[src/msq_alu.sv]
// Purpose: Shared constants for the microstep sequencer and its ALU
//          function selector (ALU, B-leg mux, shift-in steering).
// Assumes: Single processor clock; the ALU module is purely combinational.
// Notes:   The top module registers the ALU result and shift-in outputs; b_leg is not registered.
`timescale 1ns/1ps

package msq_pkg;
  // ----------------------------------------------------------------------
  // Widths and control word layout
  // ----------------------------------------------------------------------
  localparam int unsigned DATA_W = 16;
  localparam int unsigned NXT_W = 8;
  localparam int unsigned CS_W = 48;
  localparam int unsigned NXT_LSB = 0;
  localparam int unsigned TEST_LSB = 8;
  localparam int unsigned BLEG_LSB = 11;
  localparam int unsigned CIN_BIT = 13;
  localparam int unsigned ALU_LSB = 33;
  localparam int unsigned ALU_MSB = 37;
  localparam logic [7:0] START_ADDR = 8'h00;

  // ----------------------------------------------------------------------
  // ALU function codes
  // ----------------------------------------------------------------------
  localparam logic [4:0] PASS_A_PLAIN = 5'h00;
  localparam logic [4:0] PASS_A_ARITH = 5'h01;
  localparam logic [4:0] A_AND_B = 5'h02;
  localparam logic [4:0] A_AND_NOT_B = 5'h03;
  localparam logic [4:0] ZERO = 5'h04;
  localparam logic [4:0] PASS_B_PLAIN = 5'h05;
  localparam logic [4:0] A_PLUS_B = 5'h06;
  localparam logic [4:0] A_EXCLUSIVE_OR_B = 5'h07;
  localparam logic [4:0] A_MINUS_B_MINUS_1 = 5'h08;
  localparam logic [4:0] A_OR_B = 5'h09;
  localparam logic [4:0] INVERT_B = 5'h0a;
  localparam logic [4:0] ALL_ONES = 5'h0b;
  localparam logic [4:0] A_MINUS_1 = 5'h0c;
  localparam logic [4:0] INVERT_A = 5'h0d;
  localparam logic [4:0] ARITH_SHIFT_LEFT = 5'h10;
  localparam logic [4:0] ROTATE_LEFT = 5'h11;
  localparam logic [4:0] ARITH_SHIFT_RIGHT = 5'h12;
  localparam logic [4:0] ROTATE_RIGHT = 5'h13;

  // B-leg sources
  localparam logic [1:0] BLEG_B = 2'h0;
  localparam logic [1:0] SIGN_EXTEND_B = 2'h1;
  localparam logic [1:0] BLEG_ONE = 2'h2;

  // ----------------------------------------------------------------------
  // Branch tests and the codes they OR into the next step
  // ----------------------------------------------------------------------
  localparam logic [2:0] TEST_NONE = 3'h0;
  localparam logic [2:0] TEST_OPCODE = 3'h1;
  localparam logic [2:0] TEST_DEST = 3'h2;
  localparam logic [2:0] TEST_DEST_CC = 3'h3;
  localparam logic [2:0] TEST_BYTE = 3'h4;
  localparam logic [2:0] TEST_MOVE = 3'h5;
  localparam logic [2:0] TEST_NONMOD = 3'h6;
  localparam logic [2:0] TEST_SERVICE = 3'h7;

  localparam logic [4:0] DSP_SRC = 5'h00;
  localparam logic [4:0] DSP_DST = 5'h08;
  localparam logic [4:0] DSP_BR_TAKEN = 5'h10;
  localparam logic [4:0] DSP_BR_NOT = 5'h11;
  localparam logic [4:0] DSP_CC = 5'h12;
  localparam logic [4:0] DSP_SUB_RET = 5'h13;
  localparam logic [4:0] DSP_INT_RET = 5'h14;
  localparam logic [4:0] DSP_WAIT = 5'h15;
  localparam logic [4:0] DSP_HALT = 5'h16;
  localparam logic [4:0] DSP_EMUL = 5'h17;
  localparam logic [4:0] DSP_BPT = 5'h18;
  localparam logic [4:0] DSP_IOT = 5'h19;
  localparam logic [4:0] DSP_TRAP = 5'h1a;
  localparam logic [4:0] DSP_RSVD = 5'h1b;
  localparam logic [4:0] DSP_BUS_RESET = 5'h1c;

  localparam logic [1:0] MOVE_BYTE_OTHER = 2'h1;
  localparam logic [1:0] MOVE_BYTE = 2'h2;
  localparam logic [1:0] MOVE_WORD = 2'h3;

  localparam logic [3:0] SRV_FETCH = 4'h0;
  localparam logic [3:0] SRV_TRACE = 4'h1;
  localparam logic [3:0] SRV_STACK = 4'h2;
  localparam logic [3:0] SRV_PWRF = 4'h3;
  localparam logic [3:0] SRV_BUS_GRANT = 4'h4;
  localparam logic [3:0] SRV_LINE_CLK = 4'h5;
  localparam logic [3:0] SRV_SER_RX = 4'h6;
  localparam logic [3:0] SRV_SER_TX = 4'h7;
  localparam logic [3:0] SRV_WAIT = 4'h8;
endpackage : msq_pkg

// ------------------------------------------------------------------------
// Combinational ALU with B-leg selector
// ------------------------------------------------------------------------
module msq_alu #(
  parameter int unsigned W = 16
) (
  input wire logic [4:0] fn,
  input wire logic [1:0] bleg_sel,
  input wire logic [W-1:0] a,
  input wire logic [W-1:0] b_reg,
  input wire logic carry_in,
  output logic [W-1:0] b_leg,
  output logic [W-1:0] result,
  output logic shift_in_lsb,
  output logic shift_in_msb
);
  always_comb begin
    case (bleg_sel)
      msq_pkg::SIGN_EXTEND_B: b_leg = {{(W-8){b_reg[7]}}, b_reg[7:0]};
      msq_pkg::BLEG_ONE: b_leg = {{(W-1){1'b0}}, 1'b1};
      default: b_leg = b_reg;
    endcase
  end

  always_comb begin
    case (fn)
      msq_pkg::PASS_A_ARITH: result = a + {{(W-1){1'b0}}, carry_in};
      msq_pkg::A_AND_B: result = a & b_leg;
      msq_pkg::A_AND_NOT_B: result = a & ~b_leg;
      msq_pkg::ZERO: result = '0;
      msq_pkg::A_OR_B: result = a | b_leg;
      msq_pkg::PASS_B_PLAIN: result = b_leg;
      msq_pkg::A_PLUS_B: result = a + b_leg + {{(W-1){1'b0}}, carry_in};
      msq_pkg::A_EXCLUSIVE_OR_B: result = a ^ b_leg;
      msq_pkg::A_MINUS_B_MINUS_1:
        result = a + ~b_leg + {{(W-1){1'b0}}, carry_in};
      msq_pkg::INVERT_B: result = ~b_leg;
      msq_pkg::ALL_ONES: result = '1;
      msq_pkg::A_MINUS_1: result = a + {W{1'b1}} + {{(W-1){1'b0}}, carry_in};
      msq_pkg::INVERT_A: result = ~a;
      msq_pkg::ARITH_SHIFT_LEFT, msq_pkg::ROTATE_LEFT,
      msq_pkg::ARITH_SHIFT_RIGHT, msq_pkg::ROTATE_RIGHT: result = b_leg;
      default: result = a;
    endcase
  end

  // serial shift-in steering; rotates recirculate the carry
  always_comb begin
    shift_in_lsb = 1'b0;
    shift_in_msb = 1'b0;
    case (fn)
      msq_pkg::ROTATE_LEFT: shift_in_lsb = carry_in;
      msq_pkg::ARITH_SHIFT_RIGHT: shift_in_msb = b_reg[W-1];
      msq_pkg::ROTATE_RIGHT: shift_in_msb = carry_in;
      default: shift_in_lsb = 1'b0;
    endcase
  end
endmodule : msq_alu

[src/msq_sequencer.sv]
// Purpose: Microstep counter, branch tests and registered ALU outputs.
// Assumes: Control store sits outside and is addressed by the counter;
//          all condition inputs come from logic on the same clock.
// Notes:   Branch codes are ORed into the next step field, so microcode
//          must leave the affected low bits zero at each test site.
`timescale 1ns/1ps

// Overview of operation
// - ALU field picks fourteen data functions
// - Shift codes steer B serial shift-ins
// - ALU field bits 37:33, or is 01001
// - Next step field loads counter each step
// - Counter addresses the control store
// - Conditions ORed into fewest next bits
// - Next step field is eight bits
// - Opcode dispatch routes every instruction class
// - Destination test picks mode or cc
// - Byte test picks even or odd path
// - Move test splits three move cases
// - Test, compare, bit-test skip writeback
// - Service test uses fixed priority order
// - All bus requests share grant entry
// - Idle service fetches, or loops waiting
// - B-leg offers B, sign-extended, one
module msq_sequencer #(
  parameter int unsigned W = msq_pkg::DATA_W,
  parameter int unsigned CSW = msq_pkg::CS_W
) (
  input wire logic clk,
  input wire logic nrst,
  input wire logic [CSW-1:0] cs_word,
  input wire logic [15:0] instr,
  input wire logic [3:0] cond_codes,
  input wire logic bus_addr_odd,
  input wire logic [W-1:0] a_bus,
  input wire logic [W-1:0] b_reg,
  input wire logic trace_pend,
  input wire logic stack_ovf,
  input wire logic power_fail,
  input wire logic [3:0] bus_req,
  input wire logic line_clk_pend,
  input wire logic ser_rx_pend,
  input wire logic ser_tx_pend,
  input wire logic wait_active,
  output logic [7:0] microstep_counter,
  output logic [W-1:0] alu_result,
  output logic shift_in_lsb,
  output logic shift_in_msb
);
  // ----------------------------------------------------------------------
  // Control word fields
  // ----------------------------------------------------------------------
  logic [7:0] next_step_field;
  logic [2:0] test_sel;
  logic [1:0] bleg_sel;
  logic [4:0] alu_fn;
  logic carry_in;
  logic [7:0] branch_or;
  logic [7:0] next_counter;
  logic [4:0] dispatch_code;
  logic [3:0] service_code;
  logic [1:0] move_code;
  logic byte_instr;
  logic nonmodify;
  logic [W-1:0] b_leg;
  logic [W-1:0] next_alu_result;
  logic next_shift_lsb;
  logic next_shift_msb;

  assign next_step_field = cs_word[msq_pkg::NXT_LSB +: msq_pkg::NXT_W];
  assign test_sel = cs_word[msq_pkg::TEST_LSB +: 3];
  assign bleg_sel = cs_word[msq_pkg::BLEG_LSB +: 2];
  assign carry_in = cs_word[msq_pkg::CIN_BIT];
  assign alu_fn = cs_word[msq_pkg::ALU_MSB:msq_pkg::ALU_LSB];

  // Branch condition from opcode and flags {n,z,v,c}
  function automatic logic br_taken(input logic [3:0] op,
                                    input logic [3:0] f);
    logic n;
    logic z;
    logic v;
    logic c;
    n = f[3];
    z = f[2];
    v = f[1];
    c = f[0];
    case (op)
      4'h1: br_taken = 1'b1;
      4'h2: br_taken = !z;
      4'h3: br_taken = z;
      4'h4: br_taken = !(n ^ v);
      4'h5: br_taken = n ^ v;
      4'h6: br_taken = !(z | (n ^ v));
      4'h7: br_taken = z | (n ^ v);
      4'h8: br_taken = !n;
      4'h9: br_taken = n;
      4'ha: br_taken = !(c | z);
      4'hb: br_taken = c | z;
      4'hc: br_taken = !v;
      4'hd: br_taken = v;
      4'he: br_taken = !c;
      4'hf: br_taken = c;
      default: br_taken = 1'b0;
    endcase
  endfunction : br_taken

  // ----------------------------------------------------------------------
  // Instruction class decode
  // ----------------------------------------------------------------------
  // opcode dispatch classes
  always_comb begin
    dispatch_code = msq_pkg::DSP_RSVD;
    if (instr[14:12] != 3'h0 && instr[14:12] != 3'h7) begin
      dispatch_code = msq_pkg::DSP_SRC | {2'h0, instr[11:9]};
    end else if (instr[15:8] == 8'h88) begin
      dispatch_code = msq_pkg::DSP_EMUL;
    end else if (instr[15:8] == 8'h89) begin
      dispatch_code = msq_pkg::DSP_TRAP;
    end else if ((instr[15:8] >= 8'h01 && instr[15:8] <= 8'h07) ||
                 (instr[15:8] >= 8'h80 && instr[15:8] <= 8'h87)) begin
      dispatch_code = br_taken({instr[15], instr[10:8]}, cond_codes) ?
                      msq_pkg::DSP_BR_TAKEN : msq_pkg::DSP_BR_NOT;
    end else if (instr[15:9] == 7'h04 || instr[15:6] == 10'h001 ||
                 instr[15:6] == 10'h003 ||
                 (instr[14:6] >= 9'h028 && instr[14:6] <= 9'h037)) begin
      dispatch_code = msq_pkg::DSP_DST | {2'h0, instr[5:3]};
    end else if (instr[15:3] == 13'h0010) begin
      dispatch_code = msq_pkg::DSP_SUB_RET;
    end else if (instr[15:5] == 11'h005) begin
      dispatch_code = msq_pkg::DSP_CC;
    end else begin
      case (instr)
        16'h0000: dispatch_code = msq_pkg::DSP_HALT;
        16'h0001: dispatch_code = msq_pkg::DSP_WAIT;
        16'h0002: dispatch_code = msq_pkg::DSP_INT_RET;
        16'h0003: dispatch_code = msq_pkg::DSP_BPT;
        16'h0004: dispatch_code = msq_pkg::DSP_IOT;
        16'h0005: dispatch_code = msq_pkg::DSP_BUS_RESET;
        default: dispatch_code = msq_pkg::DSP_RSVD;
      endcase
    end
  end

  // move variants; word ops other than move leave bits clear
  // Byte ops: double operand ones (subtract is a word op) and the
  // single operand byte group; all but move byte reach the byte-other path
  always_comb begin
    byte_instr = instr[15] &&
                 ((instr[14:12] != 3'h0 && instr[14:12] < 3'h6) ||
                  (instr[14:6] >= 9'h028 && instr[14:6] <= 9'h037));
    if (instr[15:12] == 4'h9) begin
      move_code = msq_pkg::MOVE_BYTE;
    end else if (instr[15:12] == 4'h1) begin
      move_code = msq_pkg::MOVE_WORD;
    end else if (byte_instr) begin
      move_code = msq_pkg::MOVE_BYTE_OTHER;
    end else begin
      move_code = 2'h0;
    end
  end

  // test, compare and bit-test skip writeback
  assign nonmodify = instr[14:12] == 3'h2 || instr[14:12] == 3'h3 ||
                     instr[14:6] == 9'h02f;

  always_comb begin
    if (trace_pend) begin
      service_code = msq_pkg::SRV_TRACE;
    end else if (stack_ovf) begin
      service_code = msq_pkg::SRV_STACK;
    end else if (power_fail) begin
      service_code = msq_pkg::SRV_PWRF;
    end else if (bus_req[3] || bus_req[2]) begin
      service_code = msq_pkg::SRV_BUS_GRANT;
    end else if (line_clk_pend) begin
      service_code = msq_pkg::SRV_LINE_CLK;
    end else if (bus_req[1] || bus_req[0]) begin
      service_code = msq_pkg::SRV_BUS_GRANT;
    end else if (ser_rx_pend) begin
      service_code = msq_pkg::SRV_SER_RX;
    end else if (ser_tx_pend) begin
      service_code = msq_pkg::SRV_SER_TX;
    end else if (wait_active) begin
      service_code = msq_pkg::SRV_WAIT;
    end else begin
      service_code = msq_pkg::SRV_FETCH;
    end
  end

  // ----------------------------------------------------------------------
  // Next step formation
  // ----------------------------------------------------------------------
  // each test drives only the bits it needs
  always_comb begin
    case (test_sel)
      msq_pkg::TEST_OPCODE: branch_or = {3'h0, dispatch_code};
      msq_pkg::TEST_DEST: branch_or = {5'h00, instr[5:3]};
      msq_pkg::TEST_DEST_CC: branch_or = {7'h00, instr[4]};
      // odd byte only after a non-register (nonzero) source mode
      msq_pkg::TEST_BYTE: branch_or = {6'h00,
        byte_instr && bus_addr_odd && instr[11:9] != 3'h0, byte_instr};
      msq_pkg::TEST_MOVE: branch_or = {6'h00, move_code};
      msq_pkg::TEST_NONMOD: branch_or = {7'h00, nonmodify};
      msq_pkg::TEST_SERVICE: branch_or = {4'h0, service_code};
      default: branch_or = 8'h00;
    endcase
    next_counter = next_step_field | branch_or;
  end

  // load every step; counter addresses the store
  always_ff @(posedge clk or negedge nrst) begin
    if (!nrst) begin
      microstep_counter <= msq_pkg::START_ADDR;
    end else begin
      microstep_counter <= next_counter;
    end
  end

  // ----------------------------------------------------------------------
  // ALU, outputs registered to keep the port timing clean
  // ----------------------------------------------------------------------
  msq_alu #(
    .W(W)
  ) u_alu (
    .fn(alu_fn),
    .bleg_sel(bleg_sel),
    .a(a_bus),
    .b_reg(b_reg),
    .carry_in(carry_in),
    .b_leg(b_leg),
    .result(next_alu_result),
    .shift_in_lsb(next_shift_lsb),
    .shift_in_msb(next_shift_msb)
  );

  always_ff @(posedge clk or negedge nrst) begin
    if (!nrst) begin
      alu_result <= '0;
      shift_in_lsb <= 1'b0;
      shift_in_msb <= 1'b0;
    end else begin
      alu_result <= next_alu_result;
      shift_in_lsb <= next_shift_lsb;
      shift_in_msb <= next_shift_msb;
    end
  end
endmodule : msq_sequencer

[config.mk]
export PLATFORM = sky130hd
export DESIGN_NAME = msq_sequencer
export DESIGN_NICKNAME = d
export VERILOG_FILES = /design/src/msq_alu.sv /design/src/msq_sequencer.sv
export SDC_FILE = /design/constraint.sdc
export NUM_CORES = 1
export LEC_CHECK = 0
export BUFFER_PORTS_ARGS = -buffer_cell sky130_fd_sc_hd__buf_4
export CORE_ASPECT_RATIO = 0.9
export CORE_UTILIZATION = 60
export DETAILED_ROUTE_END_ITERATION = 10
export PLACE_DENSITY = 0.92
export SYNTH_ARGS = -nofsm -noshare
export SYNTH_HDL_FRONTEND = slang
export SYNTH_HIERARCHICAL = 1
export SYNTH_SLANG_ARGS = --single-unit
export TNS_END_PERCENT = 30
[constraint.sdc]
create_clock -name clk -period 0.8 [get_ports clk]
set_input_delay 0.16 -clock clk [delete_from_list [all_inputs] [get_ports clk]]
set_output_delay 0.16 -clock clk [all_outputs]
set_load 0.01 [all_outputs]
==> results of run 1 <==
-- stage by stage --
step / util [%] / setup TNS, ns / setup WS (ns) / area (µm²) / hold slack, ns
2_1_floorplan: - / -33.76 / -2.358 / 5657 / -0.1356
3_3_place_gp: 96.99 / -40.64 / -2.584 / 8427 / 0.08377
3_5_place_dp: 96.99 / -45.47 / -2.867 / 8427 / 0.09882
==> impl_metrics.prom, run 1 <==
# TYPE chip_impl_metric gauge
chip_impl_metric{name="cts_hold_buffers",unit=""} 4
chip_impl_metric{name="floorplan.rows",unit=""} 32
chip_impl_metric{name="synthesis.area_per_instance",unit="µm²"} 7.205
chip_impl_info{name="firstError",value="[ERROR DPL-0038] Utilization greater than 100%, impossible to legalize"} 1
chip_impl_info{name="outcome",value="did not finish"} 1
chip_impl_metric{name="die_h",unit="µm"} 92.45
chip_impl_metric{name="postSynthNetCount",unit=""} 926
chip_impl_info{name="clock-root-buffer",value="clkbuf_8"} 1
chip_impl_metric{name="place_inst",unit=""} 1209
chip_impl_metric{name="cts-buffers-inserted",unit=""} 3
chip_impl_metric{name="finalWeightedCongestion",unit=""} 1.176
chip_impl_metric{name="top_level_ports",unit=""} 140
chip_impl_metric{name="initial_core_util",unit="%"} 62.77
chip_impl_metric{name="yosysWarnings",unit=""} 6
chip_impl_metric{name="h-tree-depth",unit=""} 1
chip_impl_metric{name="cts.sinks",unit=""} 26
chip_impl_metric{name="chipWidth",unit="µm"} 102.5
chip_impl_metric{name="synthesis.area",unit="µm²"} 5454
chip_impl_metric{name="postCtsResizedCells",unit=""} 179
chip_impl_metric{name="dp_hpwl",unit="µm"} 26280
chip_impl_metric{name="max-clock-path-buffers",unit=""} 2
chip_impl_metric{name="cts_post_setup_buffers_inserted",unit=""} 21
chip_impl_metric{name="port_buffers",unit=""} 110
chip_impl_metric{name="synth_cells",unit=""} 757
chip_impl_info{name="failed_stage",value="clock tree synthesis"} 1
==> run 2, diff against run 1 <==
--- a/config.mk
+++ b/config.mk
@@ -6,10 +6,9 @@
 export NUM_CORES = 1
 export LEC_CHECK = 0
 export BUFFER_PORTS_ARGS = -buffer_cell sky130_fd_sc_hd__buf_4
-export CORE_ASPECT_RATIO = 0.9
-export CORE_UTILIZATION = 60
+export CORE_UTILIZATION = 40
 export DETAILED_ROUTE_END_ITERATION = 10
-export PLACE_DENSITY = 0.92
+export PLACE_DENSITY_LB_ADDON = 0.15
 export SYNTH_ARGS = -nofsm -noshare
 export SYNTH_HDL_FRONTEND = slang
 export SYNTH_HIERARCHICAL = 1
==> run 2 against run 1 <==
The flow now finishes, with violations (setup timing). Area after synthesis unchanged. Synthesized cell count unchanged.
==> impl_metrics.prom, run 2 <==
# TYPE chip_impl_metric gauge
chip_impl_metric{name="dp_hpwl",unit="µm"} 21100
chip_impl_info{name="most_frequent_standard_cell_in_the_layout_excluding_fill_and_tap_cells",value="buf_4"} 1
chip_impl_metric{name="die_h",unit="µm"} 118.8
chip_impl_metric{name="largest_register_ff_count",unit=""} 16
chip_impl_metric{name="final_core_utilization",unit="%"} 71.85
chip_impl_metric{name="port_buffers",unit=""} 110
chip_impl_metric{name="power_switching",unit="mW"} 4.072
chip_impl_metric{name="power_frac_comb",unit="%"} 68.0
chip_impl_info{name="outcome",value="finished, violations left"} 1
chip_impl_metric{name="setup_viol",unit=""} 47
chip_impl_metric{name="setup_slack",unit="ns"} -2.323
chip_impl_metric{name="via_per_inst",unit=""} 6.119
chip_impl_metric{name="finalCritPeriodShare",unit="%"} 390.4
chip_impl_metric{name="max-clock-path-buffers",unit=""} 2
chip_impl_info{name="worst_setup_path_end_kind",value="register"} 1
chip_impl_metric{name="grt_max_degree",unit=""} 27
chip_impl_metric{name="final_max_slew_viol_count",unit=""} 0
chip_impl_metric{name="area_growth",unit="%"} 75.15
chip_impl_info{name="critPathLaunchType",value="input pin"} 1
chip_impl_metric{name="tightest_slew",unit="ns"} 0.5367
chip_impl_metric{name="core_region_area",unit="µm²"} 13300
chip_impl_metric{name="wire_per_inst",unit="µm"} 20.77
chip_impl_metric{name="die_area",unit="µm²"} 14110
chip_impl_metric{name="vdd.ir_drop.worst",unit="V"} 0.0007917
chip_impl_metric{name="critical_path.max_fanout",unit=""} 3
chip_impl_metric{name="wl",unit="µm"} 27050
chip_impl_info{name="unrepaired_setup_endpoints_after_global_routing",value="true"} 1
chip_impl_metric{name="floorplan.rows",unit=""} 42
chip_impl_metric{name="cts.clk_slew.worst_paths",unit="ns"} 0.08
chip_impl_info{name="critPathKind",value="input pin to register"} 1
chip_impl_metric{name="synthesis.area",unit="µm²"} 5454
chip_impl_info{name="violated_checks",value="setup timing"} 1
chip_impl_info{name="holdCritStartpoint",value="cs_word[3]"} 1
chip_impl_info{name="worstHoldPathType",value="input pin to register"} 1
chip_impl_info{name="max_flop_register",value="alu_result"} 1
chip_impl_metric{name="grt_pass1_vias",unit=""} 8058
chip_impl_metric{name="top_level_ports",unit=""} 140
chip_impl_metric{name="finalHoldViolations",unit=""} 0
chip_impl_metric{name="num_antenna_cells",unit=""} 0
chip_impl_metric{name="route.vias.total",unit=""} 7967
chip_impl_metric{name="cts-buffers-inserted",unit=""} 3
chip_impl_metric{name="clock.fmax",unit="GHz"} 0.3202
chip_impl_metric{name="clkPwrFrac",unit="%"} 16.0
chip_impl_metric{name="global_route.overflow_total",unit=""} 0
chip_impl_metric{name="yosysWarnings",unit=""} 6
chip_impl_metric{name="h-tree-depth",unit=""} 1
chip_impl_metric{name="p_seq_share",unit="%"} 16.0
chip_impl_metric{name="synth_cells",unit=""} 757
chip_impl_metric{name="finalWeightedCongestion",unit=""} 1.032
chip_impl_metric{name="p_leak",unit="nW"} 4.391
chip_impl_metric{name="cts.sinks",unit=""} 26
chip_impl_info{name="whs_endpoint",value="microstep_counter[3]"} 1
chip_impl_metric{name="synthesis.area_per_instance",unit="µm²"} 7.205
chip_impl_metric{name="number_of_nets_with_antenna_violations_after_detailed_routing",unit=""} 0
chip_impl_metric{name="final_layout_size_suffix_gt1_share",unit="%"} 47.16
chip_impl_metric{name="first_pass_grt_wire_length",unit="µm"} 42060
chip_impl_metric{name="final.min_clock_period",unit="ns"} 3.123
chip_impl_metric{name="postSynthNetCount",unit=""} 926
chip_impl_metric{name="drc_errors_left",unit=""} 0
chip_impl_metric{name="nets",unit=""} 1296
chip_impl_metric{name="drt_iter0_markers",unit=""} 965
chip_impl_metric{name="finalHoldWorstSlack",unit="ns"} 0.09682
chip_impl_info{name="final_cell_mix",value="buf_4, nand2_1, nor2_1, inv_1, buf_6"} 1
chip_impl_metric{name="min_path_cells",unit=""} 2
chip_impl_metric{name="timing.max_cap.violations",unit=""} 0
chip_impl_info{name="tritoncts_clock_tree",value="built"} 1
chip_impl_metric{name="cp_data_arrival_time",unit="ns"} 3.29
chip_impl_metric{name="number_of_antenna_violations_at_the_first_check_in_global_routing",unit=""} 0
chip_impl_info{name="layout_top_registers",value="alu_result x16, microstep_counter x8"} 1
chip_impl_metric{name="max-slew-margin-rel",unit="%"} 63.89
chip_impl_metric{name="power.switching_fraction",unit="%"} 40.97
chip_impl_metric{name="gr-usage-all-layers",unit="%"} 38.26
chip_impl_metric{name="chipWidth",unit="µm"} 118.8
chip_impl_metric{name="power-per-cell-area",unit="nW/µm²"} 1040
chip_impl_metric{name="initial_core_util",unit="%"} 41.02
chip_impl_metric{name="critPathRequiredTime",unit="ns"} 0.97
chip_impl_metric{name="first_pass_iters",unit=""} 5
chip_impl_metric{name="internal-power",unit="mW"} 5.865
chip_impl_info{name="clock-root-buffer",value="clkbuf_16"} 1
==> run 2: what timing repair did <==
item / CTS / global route
hold endpoints to repair: 29 / 0
hold buffers: 4 / 0
buffers inserted: 19 / 5
resized for setup: 115 / 24
setup endpoints to repair: 49 / 48
pin swaps: 52 / 32
==> run 2: final cells by class <==
type | instances | area (µm²)
clock inverter | 1 | 30.03
tap | 176 | 220.2
fill | 1068 | 3742
timing repair buffer | 410 | 3309
clock buffer | 3 | 75.07
sequential | 26 | 651.9
multi-input combinational | 631 | 5050
inverter | 55 | 216.5
==> run 2: through the flow <==
| stage | std cells | TNS, ns | instance area (µm²) | power [mW] | worst slack [ns] |
|---|---|---|---|---|---|
| 5_1_grt | 1302 | -39.91 | 9553 | 10.41 | -2.369 |
| 4_1_cts | 1298 | -37.27 | 9405 | 9.572 | -2.271 |
| 6_report | 1302 | -38.14 | 9553 | 9.937 | -2.323 |
| 2_1_floorplan | 757 | -33.76 | 5657 | 4.256 | -2.358 |
| 3_3_place_gp | 1272 | -41.20 | 8593 | 7.075 | -2.647 |
| 3_5_place_dp | 1272 | -42.24 | 8593 | 7.210 | -2.713 |
==> run 2: worst max-delay path: stages <==
cell	delay (ns)
buf_12	0.11
inv_8	0.04
ha_4	0.19
o21ai_4	0.16
nand2_4	0.08
ha_4	0.27
inv_4	0.03
ha_4	0.15
a21o_1	0.17
fa_2	0.43
nor2b_4	0.15
o311a_4	0.33
o2111a_2	0.32
o31ai_4	0.19
xnor2_1	0.17
nor2_1	0.06
o32a_1	0.28
==> run 2: power groups by stage <==
stage | Clock, mW | Sequential, mW | Combinational [mW]
detailed placement | 0 | 1.58 | 5.63
CTS | 1.61 | 1.58 | 6.37
global placement | 0 | 1.58 | 5.50
floorplan | 0 | 1.62 | 2.63
finish | 1.59 | 1.59 | 6.76
global route | 1.64 | 1.60 | 7.16
==> run 2: worst max-delay path by stage <==
stage / start / to / slack [ns] / cells past startpoint
2_1_floorplan: cs_word[11] / alu_result[14] / -2.36 / 16
3_3_place_gp: cs_word[11] / alu_result[14] / -2.65 / 17
3_5_place_dp: cs_word[11] / alu_result[14] / -2.71 / 17
4_1_cts: cs_word[11] / alu_result[14] / -2.27 / 17
5_1_grt: cs_word[11] / alu_result[14] / -2.37 / 17
6_report: cs_word[11] / alu_result[14] / -2.32 / 17
==> run 2: routing by layer <==
metal,part of all wire (%),GRT usage (%),up-vias
li1,-,-,3579
met1,40,46.84,3778
met2,45,63.45,487
met3,9.3,6.902,123
met4,5.7,20.49,0
met5,0,0,-
No activity file was read; power rests on OpenSTA's default activity.
==> run 3, diff against run 2 <==
--- a/config.mk
+++ b/config.mk
@@ -6,7 +6,7 @@
 export NUM_CORES = 1
 export LEC_CHECK = 0
 export BUFFER_PORTS_ARGS = -buffer_cell sky130_fd_sc_hd__buf_4
-export CORE_UTILIZATION = 40
+export CORE_UTILIZATION = 30
 export DETAILED_ROUTE_END_ITERATION = 10
 export PLACE_DENSITY_LB_ADDON = 0.15
 export SYNTH_ARGS = -nofsm -noshare
==> run 3 against run 2 <==
The run still ends with setup timing left. Combinational power shrank 3%. Clock power is essentially flat. Sequential cell count unchanged. Worst hold slack worse by 0.025 ns. First-iteration DRC count down 46%. Sequential power hardly changed. Power is 2.2% lower. Wire length fell by 6.5%. Final area down 0.26%. Critical path type unchanged. Fmax increased by 2.3%.
==> impl_metrics.prom, run 3 (synthesis gave the netlist of run 2 again) <==
# TYPE chip_impl_metric gauge
chip_impl_metric{name="power-per-cell-area",unit="nW/µm²"} 1020
chip_impl_metric{name="tightest_slew",unit="ns"} 0.6198
chip_impl_info{name="max_flop_register",value="alu_result"} 1
chip_impl_metric{name="multi_input_comb_area",unit="µm²"} 5037
chip_impl_metric{name="port_buffers",unit=""} 110
chip_impl_info{name="critPathKind",value="input pin to register"} 1
chip_impl_metric{name="via_per_inst",unit=""} 5.492
chip_impl_metric{name="clock.fmax",unit="GHz"} 0.3274
chip_impl_info{name="final_cell_mix",value="buf_4, nand2_1, nor2_1, inv_1, buf_6"} 1
chip_impl_metric{name="dp_hpwl",unit="µm"} 20300
chip_impl_metric{name="floorplan.rows",unit=""} 48
chip_impl_metric{name="met2_usage",unit="%"} 44.75
chip_impl_metric{name="p_leak",unit="nW"} 4.362
chip_impl_metric{name="final_core_utilization",unit="%"} 54.33
chip_impl_metric{name="drt_iter0_markers",unit=""} 519
chip_impl_metric{name="gr-usage-all-layers",unit="%"} 26.95
chip_impl_metric{name="initial_core_util",unit="%"} 31.10
chip_impl_metric{name="finalHoldViolations",unit=""} 0
chip_impl_info{name="violated_checks",value="setup timing"} 1
chip_impl_metric{name="core_region_area",unit="µm²"} 17540
chip_impl_metric{name="largest_register_ff_count",unit=""} 16
chip_impl_metric{name="met3_usage",unit="%"} 2.630
chip_impl_metric{name="final-seq-area",unit="µm²"} 650.6
chip_impl_metric{name="finalWeightedCongestion",unit=""} 0.9171
chip_impl_info{name="tritoncts_clock_tree",value="built"} 1
chip_impl_metric{name="h-tree-depth",unit=""} 1
chip_impl_info{name="worstHoldPathType",value="input pin to register"} 1
chip_impl_metric{name="die_h",unit="µm"} 136.8
chip_impl_metric{name="drc_errors_left",unit=""} 0
chip_impl_metric{name="grt_pass1_vias",unit=""} 7186
chip_impl_metric{name="final_max_slew_viol_count",unit=""} 0
chip_impl_metric{name="grt_max_degree",unit=""} 27
chip_impl_info{name="unrepaired_setup_endpoints_after_global_routing",value="true"} 1
chip_impl_metric{name="global_route.overflow_total",unit=""} 0
chip_impl_info{name="most_frequent_standard_cell_in_the_layout_excluding_fill_and_tap_cells",value="buf_4"} 1
chip_impl_metric{name="first_pass_iters",unit=""} 5
chip_impl_info{name="critPathLaunchType",value="input pin"} 1
chip_impl_metric{name="die_area",unit="µm²"} 18720
chip_impl_metric{name="cp_data_arrival_time",unit="ns"} 3.23
chip_impl_metric{name="final_layout_size_suffix_gt1_share",unit="%"} 46.78
chip_impl_metric{name="route.vias.total",unit=""} 7381
chip_impl_metric{name="power.total",unit="mW"} 9.720
chip_impl_info{name="clock-root-buffer",value="clkbuf_16"} 1
chip_impl_metric{name="worstPathBufferInverterCount",unit=""} 4
chip_impl_metric{name="nets",unit=""} 1288
chip_impl_metric{name="wire_per_inst",unit="µm"} 18.81
chip_impl_info{name="worst_setup_path_end_kind",value="register"} 1
chip_impl_metric{name="setup_slack",unit="ns"} -2.254
chip_impl_info{name="timing.critical_path.slowest_stage_cell",value="mux2_2"} 1
chip_impl_metric{name="finalHoldWorstSlack",unit="ns"} 0.07218
chip_impl_metric{name="timing.max_cap.violations",unit=""} 0
chip_impl_metric{name="finalCritPeriodShare",unit="%"} 381.7
chip_impl_metric{name="max-clock-path-buffers",unit=""} 2
chip_impl_metric{name="final.min_clock_period",unit="ns"} 3.054
chip_impl_metric{name="wl",unit="µm"} 25280
chip_impl_metric{name="first_pass_grt_wire_length",unit="µm"} 38560
chip_impl_metric{name="area_growth",unit="%"} 74.70
chip_impl_metric{name="cts.clk_slew.worst_paths",unit="ns"} 0.08
chip_impl_metric{name="top_level_ports",unit=""} 140
chip_impl_metric{name="setup_tns",unit="ns"} -37.19
chip_impl_metric{name="max-slew-margin-rel",unit="%"} 58.68
chip_impl_info{name="critPathTopFamily",value="compound AO/OA/AOI/OAI gates"} 1
chip_impl_metric{name="worst_path_max_stage_delay",unit="ns"} 0.36
chip_impl_info{name="layout_top_registers",value="alu_result x16, microstep_counter x8"} 1
chip_impl_metric{name="setup_viol",unit=""} 47
chip_impl_metric{name="number_of_antenna_violations_at_the_first_check_in_global_routing",unit=""} 1
chip_impl_metric{name="critPathRequiredTime",unit="ns"} 0.98
chip_impl_metric{name="cts.sinks",unit=""} 26
chip_impl_info{name="timing.critical_path.cells",value="buf_8, inv_8, ha_4, buf_4, buf_6, or2_4, nand2_8, ha_4, a211o_1, or2_1, o221ai_2, a21oi_1, o21ai_0, mux2_2, o32a_1"} 1
chip_impl_metric{name="number_of_nets_with_antenna_violations_after_detailed_routing",unit=""} 0
chip_impl_metric{name="vdd.ir_drop.worst",unit="V"} 0.0007734
chip_impl_info{name="outcome",value="finished, violations left"} 1
chip_impl_info{name="grt.busiest_layer",value="met2"} 1
chip_impl_metric{name="cts-buffers-inserted",unit=""} 3
chip_impl_info{name="critical-path-top-cell-by-count",value="ha_4"} 1
chip_impl_metric{name="layout.filler_cells",unit=""} 1695
chip_impl_metric{name="critical_path.max_fanout",unit=""} 7
chip_impl_metric{name="chipWidth",unit="µm"} 136.8
chip_impl_metric{name="global_route.usage.met1",unit="%"} 35.78
## run 3: where the power goes
group | leakage [nW] | internal [mW] | switching [mW]
Combinational | 4.01 | 3.33 | 3.25
Clock | 0.0511 | 1.00 | 0.569
Sequential | 0.302 | 1.47 | 0.103
Total | 4.36 | 5.80 | 3.92
## run 3: per-stage QoR
stage	instance area, µm²	cells	setup slack [ns]
4_1_cts	9288	1334	-2.259
6_report	9528	1344	-2.254
2_1_floorplan	5657	757	-2.358
3_3_place_gp	8597	1315	-2.651
3_5_place_dp	8597	1315	-2.700
5_1_grt	9525	1343	-2.342
## run 3: repair_timing
action / 4_1_cts / 5_1_grt
hold buffers: 4 / 0
pin swaps: 55 / 30
gates resized for setup: 104 / 36
setup buffers: 13 / 9
setup endpoints to repair: 47 / 48
endpoints found under the hold margin: 29 / 0
## run 3: area by class of cell
class / count / area share, %
antenna: 1 / 0.02626
clock buffer: 3 / 0.7879
clock inverter: 1 / 0.3152
inverter: 55 / 2.272
multi-input combinational: 631 / 52.87
sequential: 26 / 6.829
tap: 225 / 2.955
timing repair buffer: 402 / 33.95
## run 3: layer usage
| metal | vias to the layer above | routed length (µm) | part of all wire (%) |
|---|---|---|---|
| li1 | 3559 | - | - |
| met1 | 3444 | 11180 | 44 |
| met2 | 331 | 11400 | 45 |
| met3 | 47 | 1846 | 7.3 |
| met4 | 0 | 858 | 3.4 |
| met5 | - | 0 | 0 |
## run 3: path summary, 6_finish.rpt
| check | startpoint | endpoint | cells past startpoint |
|---|---|---|---|
| setup / recovery | cs_word[11] | alu_result[14] | 15 |
| hold / removal | cs_word[4] | microstep_counter[4] | 2 |
| max in group asynchronous | nrst | alu_result[1] | 2 |
| min in group asynchronous | nrst | microstep_counter[4] | 2 |
